==> src/logic/resp_gpio_pkg.sv <==
`default_nettype none
package resp_gpio_pkg;

  // ****************************************************************
  // Register indices (byte address is four times the index)
  // ****************************************************************
  localparam logic [5:0] RESP_FIRST_IDX  = 6'h09;
  localparam logic [5:0] RESP_SECOND_IDX = 6'h0A;
  localparam logic [5:0] PIN_CTRL_IDX    = 6'h0B;

  // ****************************************************************
  // Field positions
  // ****************************************************************
  localparam int MODE_SEL_BIT   = 0;
  localparam int FIRST_ONE_BIT  = 1;
  localparam int PHASE_LSB      = 2;
  localparam int PHASE_W        = 4;
  localparam int SECOND_ONE_BIT = 0;
  localparam int REF_INT_BIT    = 1;
  localparam int FREQ_SEL_BIT   = 2;
  localparam int CAL_EN_BIT     = 7;
  localparam int PIN_DATA_LSB   = 0;
  localparam int PIN_DIR_LSB    = 2;
  localparam int PIN_COUNT      = 2;

  // ****************************************************************
  // Reset values
  // ****************************************************************
  localparam logic [3:0] PHASE_RST     = 4'h0;
  localparam logic       MODE_SEL_RST  = 1'b0;
  localparam logic       CAL_EN_RST    = 1'b0;
  localparam logic       FREQ_SEL_RST  = 1'b0;
  localparam logic       REF_INT_RST   = 1'b1;
  localparam logic [1:0] PIN_DIR_RST   = 2'h3;
  localparam logic [1:0] PIN_DRIVE_RST = 2'h0;

  // Phase step counts, in units of 11.25 degrees
  localparam int PHASE_STEP_W = 5;

  typedef enum logic {BUS_IDLE, BUS_ACK} bus_state_t;

endpackage
`default_nettype wire

==> src/logic/gpio_pin_if.sv <==
`timescale 1ns/1ps
`default_nettype none
interface gpio_pin_if #(parameter int WIDTH = 2);
  logic [WIDTH-1:0] raw;
  logic [WIDTH-1:0] level;
  modport sync (input raw, output level);
  modport user (output raw, input level);
endinterface
`default_nettype wire

==> src/logic/pin_sync.sv <==
`timescale 1ns/1ps
`default_nettype none
module pin_sync #(
  parameter int WIDTH = 2
) (
  // Clock and reset
  input  wire logic core_clk,
  input  wire logic rstn,
  // Pin levels
  gpio_pin_if.sync  pins
);

  logic [WIDTH-1:0] meta_ff;
  logic [WIDTH-1:0] level_ff;
  logic [WIDTH-1:0] nxt_meta;
  logic [WIDTH-1:0] nxt_level;

  // First stage feeds only the second stage
  always_comb begin
    nxt_meta  = pins.raw;
    nxt_level = meta_ff;
  end

  always_ff @(posedge core_clk or negedge rstn) begin
    if (!rstn) begin
      meta_ff  <= '0;
      level_ff <= '0;
    end else begin
      meta_ff  <= nxt_meta;
      level_ff <= nxt_level;
    end
  end

  assign pins.level = level_ff;

endmodule
`default_nettype wire

==> src/logic/respiration_gpio_config.sv <==
`timescale 1ns/1ps
`default_nettype none
module respiration_gpio_config
  import resp_gpio_pkg::*;
#(
  parameter int NUM_PINS = PIN_COUNT
) (
  // Clock and reset
  input  wire logic                    core_clk,
  input  wire logic                    rstn,
  // Avalon-MM slave
  input  wire logic [7:0]              avs_address,
  input  wire logic                    avs_read,
  input  wire logic                    avs_write,
  input  wire logic [31:0]             avs_writedata,
  input  wire logic [3:0]              avs_byteenable,
  output var  logic [31:0]             avs_readdata,
  output var  logic                    avs_waitrequest,
  // Respiration enables from the rest of the unit
  input  wire logic                    respModEn,
  input  wire logic                    respDemodEn,
  // Respiration controls
  output var  logic                    offsetCalEnable,
  output var  logic                    modClk64k,
  output var  logic                    externalRespClock,
  output var  logic                    legDriveRefInternal,
  output var  logic [PHASE_STEP_W-1:0] demodPhaseSteps,
  output var  logic                    demodPhaseUnavail,
  // General-purpose pins
  input  wire logic [NUM_PINS-1:0]     gpioIn,
  output var  logic [NUM_PINS-1:0]     gpioOut,
  output var  logic [NUM_PINS-1:0]     gpioOe,
  output var  logic                    pinsTakenOver
);

  // ****************************************************************
  // Pin synchroniser
  // ****************************************************************
  // Pins are asynchronous; nothing reads them before two flops
  gpio_pin_if #(.WIDTH(NUM_PINS)) pinBus ();

  assign pinBus.raw = gpioIn;

  pin_sync #(
    .WIDTH (NUM_PINS)
  ) u_pin_sync (
    .core_clk (core_clk),
    .rstn     (rstn),
    .pins     (pinBus)
  );

  // ****************************************************************
  // Address decode
  // ****************************************************************
  // Unaligned byte addresses match no register and read zero
  function automatic logic hits(input logic [7:0] addr,
                                input logic [5:0] idx);
    hits = (addr[1:0] == 2'h0) && (addr[7:2] == idx);
  endfunction

  // ****************************************************************
  // Bus handshake
  // ****************************************************************
  bus_state_t  busState_ff;
  bus_state_t  nxt_busState;
  logic        waitReq_ff;
  logic        nxt_waitReq;
  logic [31:0] readData_ff;
  logic [31:0] nxt_readData;
  logic        wrCommit;

  logic [3:0]          phaseCode_ff;
  logic                modeSel_ff;
  logic                calEnable_ff;
  logic                freqSel_ff;
  logic                refInternal_ff;
  logic [NUM_PINS-1:0] pinDir_ff;
  logic [NUM_PINS-1:0] pinDrive_ff;

  // Read image assembled from live state
  logic [7:0] firstImage;
  logic [7:0] secondImage;
  logic [7:0] pinImage;

  always_comb begin
    firstImage                             = 8'h00;
    firstImage[MODE_SEL_BIT]               = modeSel_ff;
    firstImage[FIRST_ONE_BIT]              = 1'b1;
    firstImage[PHASE_LSB +: PHASE_W]       = phaseCode_ff;
    secondImage                            = 8'h00;
    secondImage[SECOND_ONE_BIT]            = 1'b1;
    secondImage[REF_INT_BIT]               = refInternal_ff;
    secondImage[FREQ_SEL_BIT]              = freqSel_ff;
    secondImage[CAL_EN_BIT]                = calEnable_ff;
    pinImage                               = 8'h00;
    pinImage[PIN_DIR_LSB +: NUM_PINS]      = pinDir_ff;
    pinImage[PIN_DATA_LSB +: NUM_PINS]     = pinBus.level;
  end

  // One wait cycle: request seen, then waitrequest drops for one cycle
  always_comb begin
    nxt_busState = busState_ff;
    nxt_waitReq  = 1'b1;
    nxt_readData = readData_ff;
    wrCommit     = 1'b0;
    unique case (busState_ff)
      BUS_IDLE: begin
        if (avs_read || avs_write) begin
          nxt_busState = BUS_ACK;
          nxt_waitReq  = 1'b0;
          // Writes and unmapped reads leave zero on the data bus
          nxt_readData = 32'h0000_0000;
          if (avs_read) begin
            if (hits(avs_address, RESP_FIRST_IDX)) begin
              nxt_readData[7:0] = firstImage;
            end else if (hits(avs_address, RESP_SECOND_IDX)) begin
              nxt_readData[7:0] = secondImage;
            end else if (hits(avs_address, PIN_CTRL_IDX)) begin
              nxt_readData[7:0] = pinImage;
            end
          end
        end
      end
      BUS_ACK: begin
        // Write lands at the edge where the master sees waitrequest low
        nxt_busState = BUS_IDLE;
        wrCommit     = avs_write && avs_byteenable[0];
      end
    endcase
  end

  always_ff @(posedge core_clk or negedge rstn) begin
    if (!rstn) begin
      busState_ff <= BUS_IDLE;
      waitReq_ff  <= 1'b1;
      readData_ff <= 32'h0000_0000;
    end else begin
      busState_ff <= nxt_busState;
      waitReq_ff  <= nxt_waitReq;
      readData_ff <= nxt_readData;
    end
  end

  assign avs_waitrequest = waitReq_ff;
  assign avs_readdata    = readData_ff;

  // ****************************************************************
  // Configuration registers
  // ****************************************************************
  logic [3:0]          nxt_phaseCode;
  logic                nxt_modeSel;
  logic                nxt_calEnable;
  logic                nxt_freqSel;
  logic                nxt_refInternal;
  logic [NUM_PINS-1:0] nxt_pinDir;
  logic [NUM_PINS-1:0] nxt_pinDrive;
  logic [7:0]          wrByte;

  // Fixed bits are not stored; they read back at their fixed values
  // Nothing checks that software writes the fixed values
  always_comb begin
    wrByte          = avs_writedata[7:0];
    nxt_phaseCode   = phaseCode_ff;
    nxt_modeSel     = modeSel_ff;
    nxt_calEnable   = calEnable_ff;
    nxt_freqSel     = freqSel_ff;
    nxt_refInternal = refInternal_ff;
    nxt_pinDir      = pinDir_ff;
    nxt_pinDrive    = pinDrive_ff;
    if (wrCommit && hits(avs_address, RESP_FIRST_IDX)) begin
      nxt_phaseCode = wrByte[PHASE_LSB +: PHASE_W];
      nxt_modeSel   = wrByte[MODE_SEL_BIT];
    end
    if (wrCommit && hits(avs_address, RESP_SECOND_IDX)) begin
      nxt_calEnable   = wrByte[CAL_EN_BIT];
      nxt_freqSel     = wrByte[FREQ_SEL_BIT];
      nxt_refInternal = wrByte[REF_INT_BIT];
    end
    if (wrCommit && hits(avs_address, PIN_CTRL_IDX)) begin
      nxt_pinDir = wrByte[PIN_DIR_LSB +: NUM_PINS];
      for (int i = 0; i < NUM_PINS; i++) begin
        // Direction in force before this write decides
        if (!pinDir_ff[i]) begin
          nxt_pinDrive[i] = wrByte[PIN_DATA_LSB + i];
        end
        // Input pins keep the old drive value
      end
    end
  end

  always_ff @(posedge core_clk or negedge rstn) begin
    if (!rstn) begin
      phaseCode_ff   <= PHASE_RST;
      modeSel_ff     <= MODE_SEL_RST;
      calEnable_ff   <= CAL_EN_RST;
      freqSel_ff     <= FREQ_SEL_RST;
      refInternal_ff <= REF_INT_RST;
      pinDir_ff      <= PIN_DIR_RST;
      pinDrive_ff    <= PIN_DRIVE_RST;
    end else begin
      phaseCode_ff   <= nxt_phaseCode;
      modeSel_ff     <= nxt_modeSel;
      calEnable_ff   <= nxt_calEnable;
      freqSel_ff     <= nxt_freqSel;
      refInternal_ff <= nxt_refInternal;
      pinDir_ff      <= nxt_pinDir;
      pinDrive_ff    <= nxt_pinDrive;
    end
  end

  // ****************************************************************
  // Register outputs
  // ****************************************************************
  assign offsetCalEnable     = calEnable_ff;
  assign legDriveRefInternal = refInternal_ff;

  // ****************************************************************
  // Derived controls
  // ****************************************************************
  logic                    fast_ff;
  logic                    extClk_ff;
  logic [PHASE_STEP_W-1:0] steps_ff;
  logic                    unavail_ff;
  logic [NUM_PINS-1:0]     pinOut_ff;
  logic [NUM_PINS-1:0]     pinOe_ff;
  logic                    taken_ff;
  logic                    nxt_fast;
  logic                    nxt_extClk;
  logic [PHASE_STEP_W-1:0] nxt_steps;
  logic                    nxt_unavail;
  logic [NUM_PINS-1:0]     nxt_pinOut;
  logic [NUM_PINS-1:0]     nxt_pinOe;
  logic                    nxt_taken;

  // One cycle of lag keeps every output straight from a flop
  // Frequency bit only matters under internal clocking
  always_comb begin
    nxt_extClk = modeSel_ff;
    nxt_fast   = !modeSel_ff && freqSel_ff;
    // 32 kHz: one 11.25 degree step per code; 64 kHz: 22.5 degree steps
    // Top code bit is ignored at 64 kHz; those codes are flagged
    if (nxt_fast) begin
      nxt_steps   = {1'b0, phaseCode_ff[2:0], 1'b0};
      nxt_unavail = phaseCode_ff[3];
    end else begin
      nxt_steps   = {1'b0, phaseCode_ff};
      nxt_unavail = 1'b0;
    end
    // Externally clocked respiration owns the pins while it runs
    // Register contents survive a takeover; only the drive is masked
    nxt_taken = modeSel_ff && (respModEn || respDemodEn);
    for (int i = 0; i < NUM_PINS; i++) begin
      nxt_pinOe[i]  = !nxt_taken && !pinDir_ff[i];
      nxt_pinOut[i] = !nxt_taken && pinDrive_ff[i];
    end
  end

  always_ff @(posedge core_clk or negedge rstn) begin
    if (!rstn) begin
      fast_ff    <= 1'b0;
      extClk_ff  <= 1'b0;
      steps_ff   <= '0;
      unavail_ff <= 1'b0;
      pinOut_ff  <= '0;
      pinOe_ff   <= '0;
      taken_ff   <= 1'b0;
    end else begin
      fast_ff    <= nxt_fast;
      extClk_ff  <= nxt_extClk;
      steps_ff   <= nxt_steps;
      unavail_ff <= nxt_unavail;
      pinOut_ff  <= nxt_pinOut;
      pinOe_ff   <= nxt_pinOe;
      taken_ff   <= nxt_taken;
    end
  end

  // ****************************************************************
  // Control and pin outputs
  // ****************************************************************
  assign modClk64k         = fast_ff;
  assign externalRespClock = extClk_ff;
  assign demodPhaseSteps   = steps_ff;
  assign demodPhaseUnavail = unavail_ff;
  assign gpioOut           = pinOut_ff;
  assign gpioOe            = pinOe_ff;
  assign pinsTakenOver     = taken_ff;

endmodule
`default_nettype wire

==> config.mk <==
export PLATFORM = sky130hd
export DESIGN_NAME = respiration_gpio_config
export DESIGN_NICKNAME = d
export VERILOG_FILES = /design/src/logic/resp_gpio_pkg.sv /design/src/logic/gpio_pin_if.sv /design/src/logic/pin_sync.sv /design/src/logic/respiration_gpio_config.sv
export SDC_FILE = /design/constraint.sdc
export NUM_CORES = 1
export LEC_CHECK = 0
export BUFFER_PORTS_ARGS = -buffer_cell sky130_fd_sc_hd__buf_2
export CORE_MARGIN = 4
export CORE_UTILIZATION = 38
export DETAILED_ROUTE_END_ITERATION = 12
export GPL_TIMING_DRIVEN = 0
export PLACE_DENSITY = 0.75
export RECOVER_POWER = 50
export SLEW_MARGIN = 20
export SYNTH_ARGS = -nofsm -noshare
export SYNTH_HDL_FRONTEND = slang
export SYNTH_SLANG_ARGS = --single-unit
==> constraint.sdc <==
create_clock -name core_clk -period 1.25 [get_ports core_clk]
set_input_delay 0 -clock core_clk [delete_from_list [all_inputs] [get_ports core_clk]]
set_output_delay 0 -clock core_clk [all_outputs]
set_load 0.02 [all_outputs]
# After elaboration in Yosys (flattened, before gate mapping)
# Index checks and enable logic that the tools add are counted.
dict set report op_classes {
  add_sub_neg 0
  n_mul 0
  div_mod_pow 0
  order_cmp 0
  n_eq_ne 3
  n_shift 0
  mux 11
  n_bitwise 3
  reduce_logical 23
}
# operator count
set op_table {}
lappend op_table {{$mux W8} 3}
lappend op_table {{$eq A6 B4 Y1 const B} 3}
lappend op_table {{$logic_and A1 B1 Y1} 13}
lappend op_table {{$mux W4} 2}
lappend op_table {{$reduce_and A2 Y1} 3}
lappend op_table {{$mux W1} 5}
lappend op_table {{$logic_not A1 Y1} 4}
lappend op_table {{$not A1 Y1} 3}
lappend op_table {{$logic_not A2 Y1} 1}
lappend op_table {{$logic_or A1 B1 Y1} 2}
lappend op_table {{$pmux W1 S2} 1}
dict set report totals {
  ff_bits 39
  latch_bits 0
  ramBits 0
  romBits 0
  in_bits 52
  out_inout_bits 48
  word_cells 60
  n_memories 0
}

# Logic depth before layout (Yosys ltp)
# Gate-level depths: netlist of run 1.
dict set report depth {
  ltp_word 6
  mapped_depth 4
  ltp_nobuf 4
}

# By module
# A second synthesis of run 1 with hierarchy kept.
dict set report unflattened {
  cells_unflattened 130
  area_unflattened_um2 1646.6
}
# mod instances cells_per_inst area_each_um2 seq_area_each_um2
set modules_own_cells {}
lappend modules_own_cells {respiration_gpio_config 1 126 1546.5 830.8}
lappend modules_own_cells {pin_sync 1 4 100.1 100.1}

# Worst setup path before layout of run 1
# No wires, ideal clock.
dict set report synth_path {
  path_kind {input -> register}
  start {input avs_address[1]}
  end {register pinDir_ff[0]}
  arrival_ns 1.376
  t_required_ns 1.168
  slack_ns -0.208
  path_stages 3
  path_buffers 0
  path_cell_list {or4b_4 > or4_4 > mux2_4}
}
dict set report synth_via {
  elab_chain_len 3
}
# element line_no
set synth_lines {}
lappend synth_lines {{from (decl)} respiration_gpio_config.sv:12} ;# input wire logic [7:0] avs_address,
lappend synth_lines {{$logic_not A2 Y1} respiration_gpio_config.sv:58} ;# hits = (addr[1:0] == 2'h0) && (addr[7:2] == idx);
lappend synth_lines {{$logic_and A1 B1 Y1} respiration_gpio_config.sv:58}
lappend synth_lines {{$logic_and A1 B1 Y1} respiration_gpio_config.sv:179} ;# if (wrCommit && hits(avs_address, PIN_CTRL_IDX)) begin
lappend synth_lines {{to (signal assigned)} respiration_gpio_config.sv:206} ;# pinDir_ff <= nxt_pinDir;
lappend synth_lines {{to (decl)} respiration_gpio_config.sv:77} ;# logic [NUM_PINS-1:0] pinDir_ff;
# Every way passes these cells.
# A chain may end at the register's enable or synchronous reset.

# Worst setup path in the final report of run 1
dict set report layout_path {
  start {register busState_ff}
  end {register pinDir_ff[1]}
}
dict set report layout_via {
  elab_chain_len 2
}
# element line_no
set layout_lines {}
lappend layout_lines {{from (decl)} respiration_gpio_config.sv:64} ;# bus_state_t busState_ff;
lappend layout_lines {{from (signal assigned)} respiration_gpio_config.sv:138} ;# busState_ff <= nxt_busState;
lappend layout_lines {{$mux W1} respiration_gpio_config.sv:106} ;# unique case (busState_ff)
lappend layout_lines {{$logic_and A1 B1 Y1} respiration_gpio_config.sv:179}
# Every way passes these cells.

==> flow_summary.toml, run 1 <==
[power]
p_sw_mw = 0.594
p_per_area_nw_per_um2 = 1100
swShare_pct = 24.1
vdd_drop_max_mv = 0.541
seqPwrFrac_pct = 50.3
p_int_mw = 1.87
power.share.clock_pct = 36.3
leakagePower_nw = 1.17
power_frac_comb_pct = 13.4

[timing]
slew_headroom_pct = 41.3
hold_viol_final = 0
finalClockSkew_ps = 3.53
slew_viol_final = 0
fmax_mhz = 712
tightest_slew_ps = 881
final.setup.worst_slack_ps = -155
whs_ps = 15.6
rsz0062_at_grt = "true"
setup_viol_count_final = 11
period_needed_ps = 1410
final.setup.tns_ps = -513
fin_crit_sh_pct = 112

[yosys]
syn_inst = 134
yosysWarnings = 0
async_reset_ff_share_pct = 100
synth-seq-cells = 37
avgSynthCellArea_sq_um = 12.2
synth_edf_count = 0
ys.flop_type = "dfrtp_1"
synth_cell_type_count = 29
syn-cell-area_sq_um = 1640
seq_area_frac_synth_pct = 56.8

[layout]
fin_util_pct = 54.9
layout-drive-gt1-share_pct = 38.6
final_area_sq_um = 2240
areaGrowthSynthToFinish_pct = 36.9
final_cell_mix = "dfrtp_1 (33), buf_4 (27), conb_1 (26), buf_2 (22), clkbuf_1 (20)"
largest_register_ffs = 7
diodes = 0
finalNetCount = 274
final_common_cell = "dfrtp_1"

[floorplan]
io_pins = 100
coreArea_sq_um = 4090
die_w_um = 73.7
chipHeight_um = 73.7
start_util_pct = 40.1
dieArea_sq_um = 5430
std_cell_rows = 23

[global_routing]
grt-ovfl-total = 0
grt_start_max_net_pins = 38
antenna_found_initial = 0
track_usage_pct = 12.9
grt_pass1_wl_mm = 5.24
grt_pass1_vias = 1153

[outcome]
status = "complete, but fails checks"
failed_checks = "setup timing"

[route]
drt-initial-drc-count = 43
drt-total-wl_mm = 3.30
routedWlPerCell_um = 12.1
ant_nets = 0
route.detailed.drc = 0
avgViaCountPerCell = 4.38
vias = 1196
first_pass_iters = 4

[clocking]
clk_pin_slew_ps = 70
cts.sinks = 37
cts_root_buf = "clkbuf_8"
cts_tree = "built"
cts_buffers = 5
clk_latency_ps = 280
h-tree-depth = 2
cts_buffer_depth = 2

[placement]
port_buffers = 43
place_area_sq_um = 2010
pre_cts_ws_ps = -379
place_congestion = 0.767
hpwl_mm = 2.46

[critical_path]
worstPathCellList = "nand3_2 -> or4_4 -> mux2_4"
critical_path_required_ps = 1460
path_class = "flop to flop"
cpPeakStageDelay_ps = 520
start_kind = "flop"
worst_ep_arrival_time_ps = 1620
path_max_fanout = 3
cp_slowest_cell = "or4_4"
critPathCaptureType = "flop"

[hold_path]
min_path_type = "input pin to flop"

[flow_run]
drv_cap = 0
-- metrics by stage --
| step | std cells | total power, mW |
|---|---|---|
| 4_1_cts | 272 | 2.49 |
| 5_1_grt | 273 | 2.57 |
| 3_5_place_dp | 252 | 1.55 |
| 2_1_floorplan | 159 | 1.46 |
| 3_3_place_gp | 252 | 1.54 |
| 6_report | 273 | 2.46 |
-- worst max-delay path: cells and delay by family, from the launching register on --
family           cells  cell delay (ps)
and+or+nand+nor      2              630
muxes                1              310
DFF                  1              400
-- Yosys cell counts (all sizes together) (2+ instances only) --
library cell	instances	area share [%]
mux2	14	10
nor4	2	0.76
dfrtp	33	50
nor4b	2	1.1
nand2	13	3.0
nand3b	2	0.92
nor2	5	1.1
buf	28	13
a32o	4	2.4
nand4	2	0.76
o31ai	2	0.92
a21oi	2	0.61
o21ai	2	0.61
dfstp	4	6.4
inv	3	0.69
and2	4	1.5
nor2b	2	0.76
-- final timing paths --
check | endpoint | slack, ps | startpoint | cells past startpoint
worst min-delay path | avs_readdata[3] | 20 | avs_address[2] | 2
worst max-delay path | pinDir_ff[1] | -160 | busState_ff | 3
worst max register to register | pinDir_ff[1] | -160 | busState_ff | 3
worst min register to register | u_pin_sync.pins.level[0] | 350 | u_pin_sync.meta_ff[0] | 0
max in group asynchronous | phaseCode_ff[3] | 340 | rstn | 2
min in group asynchronous | demodPhaseSteps[2] | 370 | rstn | 2
-- power groups by stage --
stage	clock network (mW)	registers [mW]	logic, mW
2_1_floorplan	0	1.27	0.186
3_3_place_gp	0	1.26	0.281
3_5_place_dp	0	1.26	0.286
4_1_cts	0.923	1.24	0.326
5_1_grt	0.971	1.24	0.362
6_report	0.893	1.24	0.330
-- layout make-up --
cell class / count / area, sq um
flip-flops and latches: 37 / 931
clock inverters: 1 / 5.00
repair buffers: 56 / 319
inverters: 3 / 11.3
multi-input cells: 91 / 602
well taps: 50 / 62.6
clock buffers: 7 / 96.3
plain buffers: 28 / 218
fillers: 397 / 1840
-- per-layer routing --
layer / vias to the layer above / global-route usage (%) / routed length, um
met1: 553 / 16.0 / 1380
li1: 582 / - / -
met4: 0 / 7.04 / 82
met2: 54 / 20.5 / 1540
met5: - / 0 / 0
met3: 7 / 3.28 / 298
-- cell families after synthesis --
group / count (synthesis) / share of synthesized area, %
DFF: 37 / 56.8
other: 1 / 0.229
muxes: 14 / 10.1
and+or+nand+nor: 39 / 13.4
AOI/OAI and AO/OA: 12 / 5.50
buffers and inverters: 31 / 14.0
-- timing repair --
item / CTS / global route
pin swaps: 1 / 3
gates resized for setup: 5 / 2
buffers inserted: 2 / 1
gates cloned: 0 / 0
endpoints found under the hold margin: 47 / 1
hold buffers: 10 / 1
setup endpoints to repair: 14 / 17
Note: power is estimated with default switching activity, not from simulation.
==> run 2: changes to the inputs <==
--- a/config.mk
+++ b/config.mk
@@ -5,11 +5,12 @@
 export SDC_FILE = /design/constraint.sdc
 export NUM_CORES = 1
 export LEC_CHECK = 0
-export BUFFER_PORTS_ARGS = -buffer_cell sky130_fd_sc_hd__buf_2
+export BUFFER_PORTS_ARGS = -buffer_cell sky130_fd_sc_hd__buf_4
 export CORE_MARGIN = 4
 export CORE_UTILIZATION = 38
 export DETAILED_ROUTE_END_ITERATION = 12
 export GPL_TIMING_DRIVEN = 0
+export HOLD_SLACK_MARGIN = 0.1
 export PLACE_DENSITY = 0.75
 export RECOVER_POWER = 50
 export SLEW_MARGIN = 20
==> run 2 against run 1 <==
- worst hold slack improved by 110 ps
- global-route usage is 0.54 points higher
- critical path depth unchanged
- maximum frequency fell by 1.0%
- utilization is 4.8 points higher
- the flow still finishes with violations (setup timing)
- die area unchanged
- via count is 2.7% higher
- wire length grew 8.9%
- final cell count up 2.6%
- cell area up 8.7%
- largest power group unchanged
- combinational power increased by 14%
==> flow_summary.toml, run 2 (synthesis results as in run 1) <==
[critical_path]
startpoint = "busState_ff"
worst_ep_arrival_time_ps = 1630
rrSetupSlack_ps = -170
timing.rr.end = "pinDir_ff[0]"
critPathCaptureType = "flop"
start_kind = "flop"
path_class = "flop to flop"
critical_path_required_ps = 1460
rr_startpoint = "busState_ff"
reg2reg_depth = 3
path_max_fanout = 3

[placement]
hpwl_mm = 2.59
place_area_sq_um = 2120
dp_cells = 252
place_congestion = 0.801
port_buffers = 43
pre_cts_ws_ps = -437

[layout]
finalNetCount = 281
diodes = 0
final_area_sq_um = 2440
areaGrowthSynthToFinish_pct = 48.9
final_cell_mix = "buf_4 (68), dfrtp_1 (33), conb_1 (26), dlygate4sd3_1 (16), nand2_1 (13)"
layout-drive-gt1-share_pct = 46.1
largest_register_ffs = 7
final_common_cell = "buf_4"
fill_cells = 370
instances_no_fill = 280

[route]
routedWlPerCell_um = 12.8
drt-initial-drc-count = 42
drt-total-wl_mm = 3.59
avgViaCountPerCell = 4.39
vias = 1228
ant_nets = 0
first_pass_iters = 4
route.detailed.drc = 0

[timing]
tightest_slew_ps = 900
fmax_mhz = 704
period_needed_ps = 1420
hold_viol_final = 0
final.setup.worst_slack_ps = -170
slew_headroom_pct = 40.0
whs_ps = 121
fin_crit_sh_pct = 114
setup_viol_count_final = 11
slew_viol_final = 0
rsz0062_at_grt = "true"
finalClockSkew_ps = 2.17

[outcome]
status = "complete, but fails checks"
failed_checks = "setup timing"

[clocking]
cts_tree = "built"
clk_latency_ps = 280
cts_root_buf = "clkbuf_8"
h-tree-depth = 2
cts.sinks = 37
cts_buffers = 5
clk_pin_slew_ps = 70
cts_buffer_depth = 2

[power]
p_per_area_nw_per_um2 = 984
power.total_mw = 2.40
vdd_drop_max_mv = 0.415
leakagePower_nw = 1.29

[floorplan]
start_util_pct = 40.1
chipHeight_um = 73.7
die_w_um = 73.7
std_cell_rows = 23
coreArea_sq_um = 4090
dieArea_sq_um = 5430
io_pins = 100

[global_routing]
grt_pass1_wl_mm = 5.63
grt_start_max_net_pins = 38
antenna_found_initial = 0
grt_pass1_vias = 1224
track_usage_pct = 13.5
grt-ovfl-total = 0

[hold_path]
holdPathStages = 4
min_path_type = "input pin to flop"
worstHoldStart = "avs_address[6]"
whs_endpoint = "avs_readdata[0]"

[flow_run]
drv_cap = 0
[run 2: cell count changes in the layout (fill, tap and decap cells not counted), sizes merged]
cell | before | now
buf | 52 | 72
dlygate4sd3 | 11 | 16
clkbuf | 28 | 11
clkinv | 1 | 0
[run 2: routing by layer]
| metal | routed length [um] | global-route usage, % | vias to the layer above | share of wire (%) |
|---|---|---|---|---|
| met1 | 1420 | 15.9 | 569 | 40 |
| met4 | 51 | 5.23 | 0 | 1.4 |
| met3 | 295 | 3.28 | 5 | 8.2 |
| met5 | 0 | 0 | - | 0 |
| li1 | - | - | 599 | - |
| met2 | 1820 | 23.3 | 55 | 51 |
[run 2: worst max path at each step]
stage	end	slack (ps)	cells past startpoint
global route	pinDir_ff[0]	-210	3
finish	pinDir_ff[0]	-170	3
detailed placement	avs_readdata[3]	-440	4
global placement	pinDir_ff[1]	-360	4
CTS	pinDir_ff[0]	-170	3
floorplan	pinDir_ff[0]	-210	3
[run 2: worst max-delay path, cell delays in order (launching register included)]
cell and delay [ps]:
dfrtp_1 400, nand3_2 120, or4_4 520, mux2_4 310
[run 2: what timing repair did]
item / 4_1_cts / 5_1_grt
cloned: 0 / 0
pin swaps: 0 / 2
hold buffers: 16 / 0
setup buffers: 2 / 2
setup endpoints to repair: 13 / 12
hold endpoints to repair: 62 / 0
resized for setup: 6 / 5
[run 2: cell type report]
cell class	count	area (sq um)	area share (%)
buffer	28	218	8.92
timing repair buffer	63	518	21.2
sequential	37	931	38.2
clock buffer	8	80.1	3.28
multi-input combinational	91	619	25.4
tap	50	62.6	2.56
inverter	3	11.3	0.462
[run 2: through the flow]
stage | util, % | TNS, ps
floorplan | - | -676
global placement | 51.8 | -4770
detailed placement | 51.8 | -5090
CTS | 58.7 | -1210
global route | 59.7 | -1980
finish | 59.7 | -1460
[run 2: power by group]
part | total (mW) | switching, mW | leakage (nW) | internal [mW]
sequential | 1.24 | 0.0139 | 0.480 | 1.23
combinational | 0.375 | 0.192 | 0.773 | 0.183
clock | 0.785 | 0.389 | 0.0395 | 0.396
